[config.mk]
export PLATFORM = sky130hd
export DESIGN_NAME = itfd_top
export DESIGN_NICKNAME = d
export VERILOG_FILES = /design/src/rtl/itfd_pkg.sv /design/src/rtl/itfd_resp_filter.sv /design/src/rtl/itfd_top.sv /design/src/rtl/itfd_trip_latch.sv
export SDC_FILE = /design/constraint.sdc
export NUM_CORES = 1
export LEC_CHECK = 0
export BUFFER_PORTS_ARGS = -buffer_cell sky130_fd_sc_hd__buf_4
export CAP_MARGIN = 20
export CORE_MARGIN = 1.5
export CORE_UTILIZATION = 57
export DETAILED_ROUTE_END_ITERATION = 8
export PLACE_DENSITY = 0.78
export SYNTH_ARGS = -nofsm -noshare
export SYNTH_HDL_FRONTEND = slang
export SYNTH_SLANG_ARGS = --single-unit
[constraint.sdc]
create_clock -name clock_i -period 9 [get_ports clock_i]
set_clock_uncertainty 0.2 [all_clocks]
set_input_delay 0.45 -clock clock_i [delete_from_list [all_inputs] [get_ports clock_i]]
set_output_delay 0.45 -clock clock_i [all_outputs]
set_load 0.005 [all_outputs]
[src/rtl/itfd_pkg.sv]
// Constants for the input terminal function decoder.
// Assumes one 250 MHz clock and a synchronous active-low reset.
// How it works
// - Each terminal obeys its programmed function code
// - Per-terminal polarity applied before function decoding
// - Code 00 runs forward while active
// - Code 01 runs reverse while active
// - Codes 02..05 form speed index, bits 0..3
// - Code 06 runs at jog frequency
// - External braking request enables braking in deceleration
// - Code 08 selects second motor parameter set
// - Code 09 selects second-stage ramp values
// - Code 11 switches output off, motor coasts
// - Code 12 rising edge latches trip until reset
// - Guard active at power-up blocks run resume
// - Code 14 hands motor to commercial mains
// - Code 15 locks parameter editing
// - Code 18 clears trips, output off, power-up reset
// - Code 19 only on terminal 5: thermistor trip
// - Polarity 00 active high, 01 active low
// - Reset function never uses active-low polarity
// - Response time 0..200 steps of 2 ms, skipped at reset
// - Same function on several terminals is ORed

package itfd_pkg;

  // ----------------------------------------------------------------
  // Sizes
  // ----------------------------------------------------------------
  localparam int NUM_TERM  = 7;
  localparam int FUNC_W    = 5;
  localparam int RESP_W    = 8;
  localparam int NUM_CODES = 20;

  // ----------------------------------------------------------------
  // Response time
  // ----------------------------------------------------------------
  localparam int            CLK_MHZ      = 250;
  localparam int            STEP_TIME_MS = 2;
  localparam int            STEP_CYCLES  = STEP_TIME_MS * 1000 * CLK_MHZ;
  localparam logic [RESP_W-1:0] RESP_MAX = 8'hc8;
  localparam logic [RESP_W-1:0] RESP_RESET = 8'h01;

  // ----------------------------------------------------------------
  // Function codes
  // ----------------------------------------------------------------
  localparam logic [FUNC_W-1:0] FC_FORWARD   = 5'h00;
  localparam logic [FUNC_W-1:0] FC_REVERSE   = 5'h01;
  localparam logic [FUNC_W-1:0] FC_SPEED_B0  = 5'h02;
  localparam logic [FUNC_W-1:0] FC_SPEED_B1  = 5'h03;
  localparam logic [FUNC_W-1:0] FC_SPEED_B2  = 5'h04;
  localparam logic [FUNC_W-1:0] FC_SPEED_B3  = 5'h05;
  localparam logic [FUNC_W-1:0] FC_JOG       = 5'h06;
  localparam logic [FUNC_W-1:0] FC_DC_BRAKE  = 5'h07;
  localparam logic [FUNC_W-1:0] FC_MOTOR2    = 5'h08;
  localparam logic [FUNC_W-1:0] FC_RAMP2     = 5'h09;
  localparam logic [FUNC_W-1:0] FC_COAST     = 5'h0b;
  localparam logic [FUNC_W-1:0] FC_OUT_TRIP  = 5'h0c;
  localparam logic [FUNC_W-1:0] FC_GUARD     = 5'h0d;
  localparam logic [FUNC_W-1:0] FC_MAINS     = 5'h0e;
  localparam logic [FUNC_W-1:0] FC_LOCK      = 5'h0f;
  localparam logic [FUNC_W-1:0] FC_RESET     = 5'h12;
  localparam logic [FUNC_W-1:0] FC_THERM     = 5'h13;

  // Terminal 5 is the only one wired to the thermistor comparator
  localparam int THERM_TERM = 4;

  // ----------------------------------------------------------------
  // Polarity codes and reset values
  // ----------------------------------------------------------------
  localparam logic POL_NO = 1'b0;
  localparam logic POL_NC = 1'b1;
  localparam logic PREV_TRIP_RESET = 1'b1;

endpackage : itfd_pkg

[src/rtl/itfd_resp_filter.sv]
// Response time filter for one input terminal.
// Assumes the raw level is already synchronous to clock_i.
`timescale 1ns/100ps

module itfd_resp_filter #(
  parameter int STEP_CYCLES = itfd_pkg::STEP_CYCLES
) (
  // Clock and reset
  input  wire logic                        clock_i,
  input  wire logic                        rst_n_i,
  // Terminal
  input  wire logic                        raw_i,
  input  wire logic [itfd_pkg::RESP_W-1:0] resp_time_i,
  // Filtered level
  output logic                             level_o,
  output logic                             ready_o
);
  import itfd_pkg::*;

  localparam int PRE_W = $clog2(STEP_CYCLES + 1);
  localparam logic [PRE_W-1:0] PRE_LAST = PRE_W'(STEP_CYCLES - 1);

  logic              level_reg;
  logic              ready_reg;
  logic [PRE_W-1:0]  pre_reg;
  logic [RESP_W-1:0] step_reg;
  logic [RESP_W-1:0] limit;
  logic              differ;
  logic              step_tick;
  logic              accept;

  // Out-of-range settings are clamped to the longest delay
  assign limit     = (resp_time_i > RESP_MAX) ? RESP_MAX : resp_time_i;
  assign differ    = (raw_i != level_reg);
  assign step_tick = (pre_reg == PRE_LAST);
  assign accept    = differ && (step_reg >= limit);

  always_ff @(posedge clock_i) begin
    if (!rst_n_i) begin
      level_reg <= 1'b0;
      ready_reg <= 1'b0;
      pre_reg   <= '0;
      step_reg  <= '0;
    end else if (!ready_reg) begin
      // First level after reset skips the delay
      level_reg <= raw_i;
      ready_reg <= 1'b1;
    end else if (!differ || accept) begin
      level_reg <= raw_i;
      pre_reg   <= '0;
      step_reg  <= '0;
    end else begin
      pre_reg <= step_tick ? '0 : pre_reg + PRE_W'(1);
      if (step_tick) begin
        step_reg <= step_reg + RESP_W'(1);
      end
    end
  end

  assign level_o = level_reg;
  assign ready_o = ready_reg;

endmodule : itfd_resp_filter

[src/rtl/itfd_top.sv]
// Decoder for seven programmable logic input terminals of a drive.
// Assumes terminal levels and settings are synchronous to clock_i;
// the thermistor comparator sits outside and gives two flags.
`timescale 1ns/100ps

module itfd_top #(
  parameter int STEP_CYCLES = itfd_pkg::STEP_CYCLES
) (
  // Clock and reset
  input  wire logic                          clock_i,
  input  wire logic                          rst_n_i,
  // Terminals and their settings
  input  wire logic [itfd_pkg::NUM_TERM-1:0] term_i,
  input  wire logic [itfd_pkg::FUNC_W-1:0]
                    terminal_function_select_i [itfd_pkg::NUM_TERM],
  input  wire logic [itfd_pkg::NUM_TERM-1:0] terminal_polarity_select_i,
  input  wire logic [itfd_pkg::RESP_W-1:0]
                    terminal_response_time_i [itfd_pkg::NUM_TERM],
  // Thermistor comparator
  input  wire logic                          therm_over_temp_i,
  input  wire logic                          therm_open_i,
  // Run commands
  output logic                               run_o,
  output logic                               reverse_o,
  output logic                               jog_run_o,
  output logic [3:0]                         speed_index_o,
  // Drive modes
  output logic                               dc_brake_request_o,
  output logic                               second_motor_o,
  output logic                               second_ramp_select_o,
  output logic                               coast_stop_o,
  output logic                               commercial_power_o,
  output logic                               parameter_lock_o,
  output logic                               motor_output_off_o,
  // Reset and trips
  output logic                               drive_reset_o,
  output logic                               outside_trip_o,
  output logic                               thermistor_trip_o,
  output logic                               power_up_restart_guard_o
);
  import itfd_pkg::*;

  // ----------------------------------------------------------------
  // Helpers
  // ----------------------------------------------------------------
  // Thermistor code is only meaningful on its dedicated terminal
  function automatic logic itfd_code_ok(input logic [FUNC_W-1:0] code,
                                        input int               term);
    itfd_code_ok = (code < FUNC_W'(NUM_CODES)) &&
                   ((code != FC_THERM) || (term == THERM_TERM));
  endfunction : itfd_code_ok

  // ----------------------------------------------------------------
  // Per-terminal filtering and polarity
  // ----------------------------------------------------------------
  logic [NUM_TERM-1:0]  filt_level;
  logic [NUM_TERM-1:0]  filt_ready;
  logic [NUM_TERM-1:0]  term_active;
  logic [NUM_TERM-1:0]  code_terms [NUM_CODES];
  logic [NUM_CODES-1:0] func_on;

  genvar t;
  genvar c;
  generate
    for (t = 0; t < NUM_TERM; t++) begin : g_term
      logic eff_pol;

      itfd_resp_filter #(
        .STEP_CYCLES (STEP_CYCLES)
      ) u_filter (
        .clock_i     (clock_i),
        .rst_n_i     (rst_n_i),
        .raw_i       (term_i[t]),
        .resp_time_i (terminal_response_time_i[t]),
        .level_o     (filt_level[t]),
        .ready_o     (filt_ready[t])
      );

      // Reset function is forced to normally open
      assign eff_pol = (terminal_function_select_i[t] == FC_RESET) ?
                       POL_NO : terminal_polarity_select_i[t];
      // NC inverts the contact sense
      assign term_active[t] = filt_level[t] ^ (eff_pol == POL_NC);
    end

    for (c = 0; c < NUM_CODES; c++) begin : g_code
      for (t = 0; t < NUM_TERM; t++) begin : g_hit
        // Terminal takes the role of its programmed code
        assign code_terms[c][t] = term_active[t] &&
          (terminal_function_select_i[t] == FUNC_W'(c)) &&
          itfd_code_ok(terminal_function_select_i[t], t);
      end
      // Duplicated assignments behave as a logical OR
      assign func_on[c] = |code_terms[c];
    end
  endgenerate

  // ----------------------------------------------------------------
  // Start-up sequencing
  // ----------------------------------------------------------------
  // The filters load their first level one cycle after reset, so the
  // power-up guard is sampled the cycle after that.
  logic all_ready;
  logic armed_reg;

  assign all_ready = &filt_ready;

  always_ff @(posedge clock_i) begin
    if (!rst_n_i) begin
      armed_reg <= 1'b0;
    end else if (all_ready) begin
      armed_reg <= 1'b1;
    end
  end

  // ----------------------------------------------------------------
  // Run command decode
  // ----------------------------------------------------------------
  logic fwd_on;
  logic rev_on;
  logic jog_on;
  logic dir_run;
  logic run_req;
  logic reset_on;
  logic guard_on;

  assign fwd_on   = func_on[FC_FORWARD];
  assign rev_on   = func_on[FC_REVERSE];
  assign jog_on   = func_on[FC_JOG];
  assign reset_on = func_on[FC_RESET];
  assign guard_on = func_on[FC_GUARD];
  // Both directions at once is a stop
  assign dir_run  = fwd_on ^ rev_on;
  // Jog runs only when dir_run is low: no direction command, or both at once
  assign run_req  = dir_run | jog_on;

  // ----------------------------------------------------------------
  // Unattended start guard
  // ----------------------------------------------------------------
  // A run command standing at power-up with the guard active is held
  // off until the command is dropped; without the guard it resumes.
  logic block_reg;
  logic block_next;

  assign block_next = (!armed_reg) ? (guard_on & run_req)
                                   : (block_reg & run_req);

  always_ff @(posedge clock_i) begin
    if (!rst_n_i) begin
      block_reg <= 1'b0;
    end else if (all_ready) begin
      block_reg <= block_next;
    end
  end

  // ----------------------------------------------------------------
  // Trips
  // ----------------------------------------------------------------
  logic out_trip_prev_reg;
  logic out_trip_edge;
  logic therm_armed;
  logic therm_fault;
  logic out_trip_state;
  logic therm_trip_state;

  // A level already present at power-up is not taken as an edge
  always_ff @(posedge clock_i) begin
    if (!rst_n_i) begin
      out_trip_prev_reg <= PREV_TRIP_RESET;
    end else if (all_ready) begin
      out_trip_prev_reg <= func_on[FC_OUT_TRIP];
    end
  end

  // Only the inactive-to-active change trips
  assign out_trip_edge = armed_reg & func_on[FC_OUT_TRIP] &
                         ~out_trip_prev_reg;

  // Analog use of terminal 5: the contact level does not matter
  assign therm_armed = (terminal_function_select_i[THERM_TERM] == FC_THERM);
  assign therm_fault = therm_armed &
                       (therm_over_temp_i | therm_open_i);

  itfd_trip_latch u_out_trip (
    .clock_i (clock_i),
    .rst_n_i (rst_n_i),
    .set_i   (out_trip_edge),
    .clear_i (reset_on),
    .trip_o  (out_trip_state)
  );

  // The fault sets the latch on every cycle it stands, so a reset
  // terminal cannot clear a trip whose cause is still present
  itfd_trip_latch u_therm_trip (
    .clock_i (clock_i),
    .rst_n_i (rst_n_i),
    .set_i   (therm_fault),
    .clear_i (reset_on),
    .trip_o  (therm_trip_state)
  );

  // ----------------------------------------------------------------
  // Output decode
  // ----------------------------------------------------------------
  logic       any_trip;
  logic       out_off;
  logic       run_ok;
  logic [3:0] speed_idx;

  assign any_trip = out_trip_state | therm_trip_state;
  // Coast, reset and any trip all cut the motor output
  assign out_off  = func_on[FC_COAST] | reset_on | any_trip;
  assign run_ok   = armed_reg & run_req & ~block_reg & ~out_off;
  assign speed_idx = {func_on[FC_SPEED_B3], func_on[FC_SPEED_B2],
                      func_on[FC_SPEED_B1], func_on[FC_SPEED_B0]};

  // ----------------------------------------------------------------
  // Run command registers
  // ----------------------------------------------------------------
  logic       run_reg;
  logic       reverse_reg;
  logic       jog_reg;
  logic [3:0] speed_reg;

  // Direction, jog and speed are taken on the same edge so that the
  // speed stage never sees a half-updated command
  always_ff @(posedge clock_i) begin
    if (!rst_n_i) begin
      run_reg     <= 1'b0;
      reverse_reg <= 1'b0;
      jog_reg     <= 1'b0;
      speed_reg   <= 4'h0;
    end else begin
      run_reg     <= run_ok;
      reverse_reg <= run_ok & rev_on & ~fwd_on;
      jog_reg     <= run_ok & ~dir_run & jog_on;
      speed_reg   <= speed_idx;
    end
  end

  // ----------------------------------------------------------------
  // Mode level registers
  // ----------------------------------------------------------------
  // Plain levels: they follow their terminals and hold no history
  logic       brake_reg;
  logic       motor2_reg;
  logic       ramp2_reg;
  logic       coast_reg;
  logic       mains_reg;
  logic       lock_reg;

  always_ff @(posedge clock_i) begin
    if (!rst_n_i) begin
      brake_reg   <= 1'b0;
      motor2_reg  <= 1'b0;
      ramp2_reg   <= 1'b0;
      coast_reg   <= 1'b0;
      mains_reg   <= 1'b0;
      lock_reg    <= 1'b0;
    end else begin
      brake_reg   <= func_on[FC_DC_BRAKE];
      motor2_reg  <= func_on[FC_MOTOR2];
      ramp2_reg   <= func_on[FC_RAMP2];
      coast_reg   <= func_on[FC_COAST];
      mains_reg   <= func_on[FC_MAINS];
      lock_reg    <= func_on[FC_LOCK];
    end
  end

  // ----------------------------------------------------------------
  // Protection status registers
  // ----------------------------------------------------------------
  logic       off_reg;
  logic       reset_reg;

  // Same latency as the run flop, so run_o is never seen high beside
  // a stop request in the same cycle
  always_ff @(posedge clock_i) begin
    if (!rst_n_i) begin
      off_reg     <= 1'b0;
      reset_reg   <= 1'b0;
    end else begin
      off_reg     <= out_off;
      reset_reg   <= reset_on;
    end
  end

  assign run_o                    = run_reg;
  assign reverse_o                = reverse_reg;
  assign jog_run_o                = jog_reg;
  assign speed_index_o            = speed_reg;
  assign dc_brake_request_o       = brake_reg;
  assign second_motor_o           = motor2_reg;
  assign second_ramp_select_o     = ramp2_reg;
  assign coast_stop_o             = coast_reg;
  assign commercial_power_o       = mains_reg;
  assign parameter_lock_o         = lock_reg;
  assign motor_output_off_o       = off_reg;
  assign drive_reset_o            = reset_reg;
  assign outside_trip_o           = out_trip_state;
  assign thermistor_trip_o        = therm_trip_state;
  assign power_up_restart_guard_o = block_reg;

endmodule : itfd_top

[src/rtl/itfd_trip_latch.sv]
// Sticky trip flag, set by an event and cleared by drive reset.
// Assumes set and clear are synchronous one-cycle or level terms.
`timescale 1ns/100ps

module itfd_trip_latch (
  // Clock and reset
  input  wire logic clock_i,
  input  wire logic rst_n_i,
  // Control
  input  wire logic set_i,
  input  wire logic clear_i,
  // State
  output logic      trip_o
);
  import itfd_pkg::*;

  logic trip_reg;
  logic trip_next;

  // A trip arriving while reset is held is not lost
  assign trip_next = set_i | (trip_reg & ~clear_i);

  always_ff @(posedge clock_i) begin
    if (!rst_n_i) begin
      trip_reg <= 1'b0;
    end else begin
      trip_reg <= trip_next;
    end
  end

  assign trip_o = trip_reg;

endmodule : itfd_trip_latch

**Word level (Yosys, flattened, before mapping)**

Index checks and enable logic that the tools add are counted.

- Reductions and logical operators: 288
- Muxes and demuxes: 58
- Add/sub/neg operators: 14
- Bitwise logic cells: 35
- $lt $le $gt $ge: 21
- Equality and inequality tests: 133

Operators with widths:

| operator | count |
|---|---|
| 2-to-1 mux 19 bit | 14 |
| equality test 5 x 4 -> 1 bit (second input constant) | 49 |
| logical AND 1 bit | 237 |
| 2-to-1 mux 8 bit | 21 |
| equality test 5 x 3 -> 1 bit (second input constant) | 28 |
| adder 19 x 1 -> 19 bit (second input constant) | 7 |
| equality test 19 bit (second input constant) | 7 |
| OR reduction 7 bit | 16 |
| equality test 5 x 2 -> 1 bit (second input constant) | 14 |
| adder 8 x 1 -> 8 bit (second input constant) | 7 |
| greater-or-equal comparator 8 bit | 7 |
| > comparator 8 bit (second input constant) | 7 |
| equality test 5 bit (second input constant) | 8 |
| equality test 5 x 1 -> 1 bit (second input constant) | 7 |
| logical NOT 5 bit | 7 |
| < comparator 5 bit (second input constant) | 7 |
| != test 5 bit (second input constant) | 6 |
| 2-to-1 mux 1 bit | 23 |
| bitwise AND 1 bit | 14 |
| AND reduction 2 bit | 7 |
| nonzero test 2 bit | 7 |
| != test 2 bit (second input constant) | 6 |
| bitwise XOR 1 bit | 8 |
| logical NOT 1 bit | 7 |
| 5 further kinds | 28 |

- Logic and storage cells: 588
- Output and inout bits: 18
- Flip-flop bits (word level): 217
- Input bits: 109

**Logic depth before layout (Yosys ltp)**

- Depth after elaboration: 13
- Depth in mapped cells: 13
- Depth with buffers taken out: 11

**By module**

From an unflattened synthesis, not the netlist that was laid out.

- Cells, all modules: 1647
- Area, all modules: 13853.3 um^2

Modules (own cells, without submodules):

| module | area each (um^2) | cells each | instances |
|---|---|---|---|
| itfd_resp_filter (g_term[0].u_filter ...) | 1714.1 | 199 | 6 |
| itfd_top | 1818.0 | 253 | 1 |
| itfd_resp_filter (g_term[4].u_filter) | 1667.8 | 194 | 1 |
| itfd_trip_latch | 41.3 | 3 | 2 |

**Worst setup path before layout**

Ideal clock, no wire load.

- Kind: input port to flip-flop
- Start point: input port terminal_response_time_i[24] (netlist bit)
- End point: register g_term[3].u_filter.pre_reg[10]
- Path slack: 5.534 ns
- Path buffers: 2
- Arrival time: 3.201 ns
- Stages on the path: 13
- Setup time: 0.065 ns
- Data required time: 8.735 ns
- Cells stage by stage: o31a_1 -> o311ai_0 -> and2_1 -> ha_1 -> nand2b_1 -> a21o_1 -> a21oi_1 -> o21ai_0 -> a221o_1 -> or2_1 -> clkbuf_1 -> buf_1 -> nor2_1

- Cells in the longest elaborated chain, start to end: 6

RTL lines:

| item | RTL line | source |
|---|---|---|
| start, declared | itfd_top.sv:18 | `terminal_response_time_i [itfd_pkg::NUM_TERM],` |
| > comparator 8 bit | itfd_resp_filter.sv:33 | `assign limit = (resp_time_i > RESP_MAX) ? RESP_MAX : resp_time_i;` |
| 2-to-1 mux 8 bit * | itfd_resp_filter.sv:33 |  |
| greater-or-equal comparator 8 bit * | itfd_resp_filter.sv:36 | `assign accept = differ && (step_reg >= limit);` |
| logical AND 1 bit * | itfd_resp_filter.sv:36 |  |
| logical OR 1 bit * | itfd_resp_filter.sv:48 | `end else if (!differ \|\| accept) begin` |
| 2-to-1 mux 19 bit * | itfd_resp_filter.sv:48 |  |
| end signal, assigned | itfd_resp_filter.sv:53 | `pre_reg <= step_tick ? '0 : pre_reg + PRE_W'(1);` |
| end, declared | itfd_resp_filter.sv:25 | `logic [PRE_W-1:0] pre_reg;` |

Every way passes the cells marked *; elsewhere a longest branch is shown, timed or not.
A chain may end at the register's enable or synchronous reset.

**Worst setup path in the final report**

- Start point: input port terminal_response_time_i[16] (netlist bit)
- End point: register g_term[4].u_filter.pre_reg[8]

- Cells in the longest elaborated chain, start to end: 6

RTL lines:

| item | RTL line |
|---|---|
| > comparator 8 bit | itfd_resp_filter.sv:33 |
| 2-to-1 mux 8 bit * | itfd_resp_filter.sv:33 |
| greater-or-equal comparator 8 bit * | itfd_resp_filter.sv:36 |
| logical AND 1 bit * | itfd_resp_filter.sv:36 |
| logical OR 1 bit * | itfd_resp_filter.sv:48 |
| 2-to-1 mux 19 bit * | itfd_resp_filter.sv:48 |
| end signal, assigned | itfd_resp_filter.sv:53 |
| end, declared | itfd_resp_filter.sv:25 |

Marks and branches as above.

==> load_flow_metrics.sql <==
INSERT INTO impl_metrics (metric_group, metric, value, unit) VALUES
('worst_setup_path', 'required', '9.25', 'ns'),
('worst_setup_path', 'end_kind', 'flop', ''),
('synth', 'sequential_share_of_the_synthesized_area', '35.76', '%'),
('min_path', 'holdPathEnd', 'g_term[2].u_filter.level_o', ''),
('clocking', 'post_cts.resized_instances', '0', ''),
('synth', 'async_flop_share', '0', '%'),
('floorplanning', 'num_rows', '53', ''),
('grt', 'grt_pass1_wl', '48380', 'um'),
('routing', 'drcViolationCount', '0', ''),
('cells_and_area', 'num_antenna_cells', '0', ''),
('pwr', 'power.static_leakage', '5.637', 'nW'),
('timing', 'timing.setup.tns', '0', 'ns'),
('grt', 'grt.total_usage', '25.99', '%'),
('routing', 'drt_iter0_drc', '638', ''),
('floorplanning', 'floorplan.die_area', '0.02220', 'mm2'),
('clocking', 'clock_sinks', '217', ''),
('clocking', 'cts_setup_buffers', '0', ''),
('clocking', 'cts_root_buf', 'clkbuf_16', ''),
('worst_setup_path', 'r2r-end', 'g_term[4].u_filter.step_reg[7]', ''),
('clocking', 'cts_hold_buf', '3', ''),
('timing', 'rsz0062_at_grt', 'false', ''),
('place', 'gp_congestion', '0.9411', ''),
('worst_setup_path', 'slowest_stage', 'a221o_1', ''),
('timing', 'measured_slew_at_the_worst_slew_check_pin', '0.8701', 'ns'),
('worst_setup_path', 'arrival_time_of_the_worst_setup_path', '3.64', 'ns'),
('worst_setup_path', 'worstSetupPathType', 'in2reg', ''),
('cells_and_area', 'layout-area-overhead-vs-synth', '17.63', '%'),
('clocking', 'tritoncts_clock_tree', 'built', ''),
('clocking', 'clock_buffers_created_by_tritoncts', '24', ''),
('clocking', 'clock_latency_at_the_later_pin_of_the_worst_skew_pair', '0.52', 'ns'),
('worst_setup_path', 'r2r_setup_slack', '5.94', 'ns'),
('floorplanning', 'design.portCount', '127', ''),
('clocking', 'htree_num_levels', '1', ''),
('timing', 'timing.final.setup_violations', '0', ''),
('routing', 'route.vias.total', '11050', ''),
('floorplanning', 'die_y', '149.0', 'um'),
('timing', 'period_needed', '3.391', 'ns'),
('status', 'status', 'finished, final reports clean', ''),
('grt', 'vias_in_the_first_global_route', '10370', ''),
('clocking', 'cts.reportedPaths.clkPinSlew', '0.06', 'ns'),
('timing', 'timing.final.max_slew_violations', '0', ''),
('synth', 'post_synth_main_area_contributors', 'dfxtp_1 (36%), xor2_1 (8.1%), ha_1 (7.2%)', ''),
('timing', 'fin_crit_sh', '37.68', '%'),
('worst_setup_path', 'crit_path_start_kind', 'primary input', ''),
('routing', 'detail_route.wirelength', '29100', 'um'),
('routing', 'drtAntennaViolNets', '0', ''),
('timing', 'hold_violation_total_from_the_final_report', '0', ''),
('synth', 'synth.yosys.warnings', '0', ''),
('floorplanning', 'core-area', '0.02096', 'mm2'),
('cells_and_area', 'final_nets', '1794', ''),
('routing', 'drt_first_pass_iters', '5', ''),
('synth', 'synth_largest_type_area_fraction', '35.76', '%'),
('pwr', 'power.density_cell_area', '164.4', 'mW/mm2'),
('synth', 'synthesis.area_per_instance', '8.147', 'um2'),
('synth', 'synth.most_common_cell', 'nor2_1', ''),
('grt', 'grt_start_max_net_pins', '51', ''),
('worst_setup_path', 'cp_cell_sequence', 'buf_4 -> o31a_1 -> o311ai_0 -> and2_1 -> ha_1 -> nand2b_1 -> a21o_1 -> a21oi_1 -> o21ai_0 -> a221o_1 -> or2_2 -> nor2_1', ''),
('synth', 'synthCells', '1491', ''),
('worst_setup_path', 'worst_path_dominant_cell_family', 'compound AO/OA/AOI/OAI gates', ''),
('timing', 'fmax', '294.9', 'MHz'),
('grt', 'globalRouteOverflowTotal', '0', ''),
('worst_setup_path', 'worstPathMaxFanout', '17', ''),
('synth', 'post_synth_most_frequent_cells', 'nor2_1 (232), dfxtp_1 (217), nand2_1 (154)', ''),
('synth', 'ys_seq_elements', '217', ''),
('cells_and_area', 'final_util', '68.18', '%'),
('synth', 'syn_nets', '1670', ''),
('synth', 'mappedNetlistArea', '0.01215', 'mm2'),
('cells_and_area', 'largest_register_ffs', '133', ''),
('min_path', 'hold_path_startpoint', 'term_i[2]', ''),
('worst_setup_path', 'max_stage_delay', '0.55', 'ns'),
('place', 'hpwl', '21140', 'um');
cells in the final DEF (no fill, tap or decap), drive strengths merged, types with 25 or more instances in the layout:
master    n
nor3     31
xor2    112
inv      38
nand2   155
xnor2    48
a21oi    49
nor2    232
ha       70
o21ai    35
dfxtp   217
and3     40
nand4    56
nand3   101
or3      25
clkbuf   28
buf     131
cell families after synthesis:
family | share of synthesized area [%]
AO/OA/AOI/OAI | 10.03
XOR/XNOR | 11.54
adder cells (fa/ha/maj) | 7.211
buffers and inverters | 2.534
flip-flops | 35.76
multiplexers | 1.009
AND/OR/NAND/NOR | 31.91
worst min-delay path: stages:
cell and delay [ns]:
buf_4 0.13, nand2_1 0.05, a21oi_1 0.05
layer usage:
metal  global-route usage, %  up-vias  routed length (um)  part of all wire [%]
li1                        -     5547                   -                     -
met1                   34.55     5137               12950                    45
met2                   43.94      309               13750                    47
met3                   4.098       53                1825                   6.3
met4                   6.683        0                 573                   2.0
met5                       0        -                   0                     0
layout make-up:
type                    count  area (um2)
multi-input cells        1200        7495
well taps                 275       344.1
clock inverters            16       301.5
repair buffers            134        1011
clock buffers              28       645.6
flip-flops and latches    217        4348
fillers                  1759        6668
inverters                  38       142.6
through the flow:
stage          std cells  worst slack, ns  hold slack [ns]  cell area [um2]  power (W)
6_report            1908            5.609          0.01390            14290   0.002349
5_1_grt             1908            5.286          0.03280            14290   0.002435
4_1_cts             1906            5.319         0.008377            14270   0.002364
3_5_place_dp        1859            4.791           0.2830            13300   0.001217
3_3_place_gp        1858            4.729           0.2621            13290   0.001212
2_1_floorplan       1491            5.534           0.2504            12150   0.001128
power breakdown:
group          total, W  internal [W]  switching [W]  leakage, nW
sequential     0.000988      0.000972      0.0000155         1.75
clock           0.00115      0.000745       0.000403        0.462
combinational  0.000213     0.0000908       0.000122         3.42
total           0.00235       0.00181       0.000541         5.64
how the worst max path moves through the flow:
stage	from	to	slack, ns	cells past startpoint
finish	terminal_response_time_i[16]	g_term[4].u_filter.pre_reg[8]	5.61	12
global route	terminal_response_time_i[32]	g_term[2].u_filter.step_reg[0]	5.29	12
CTS	terminal_response_time_i[48]	g_term[0].u_filter.step_reg[1]	5.32	12
detailed placement	terminal_response_time_i[48]	g_term[0].u_filter.step_reg[1]	4.79	12
global placement	terminal_response_time_i[48]	g_term[0].u_filter.step_reg[0]	4.73	11
floorplan	terminal_response_time_i[24]	g_term[3].u_filter.pre_reg[10]	5.53	13
No activity file was read; power rests on OpenSTA's default activity.
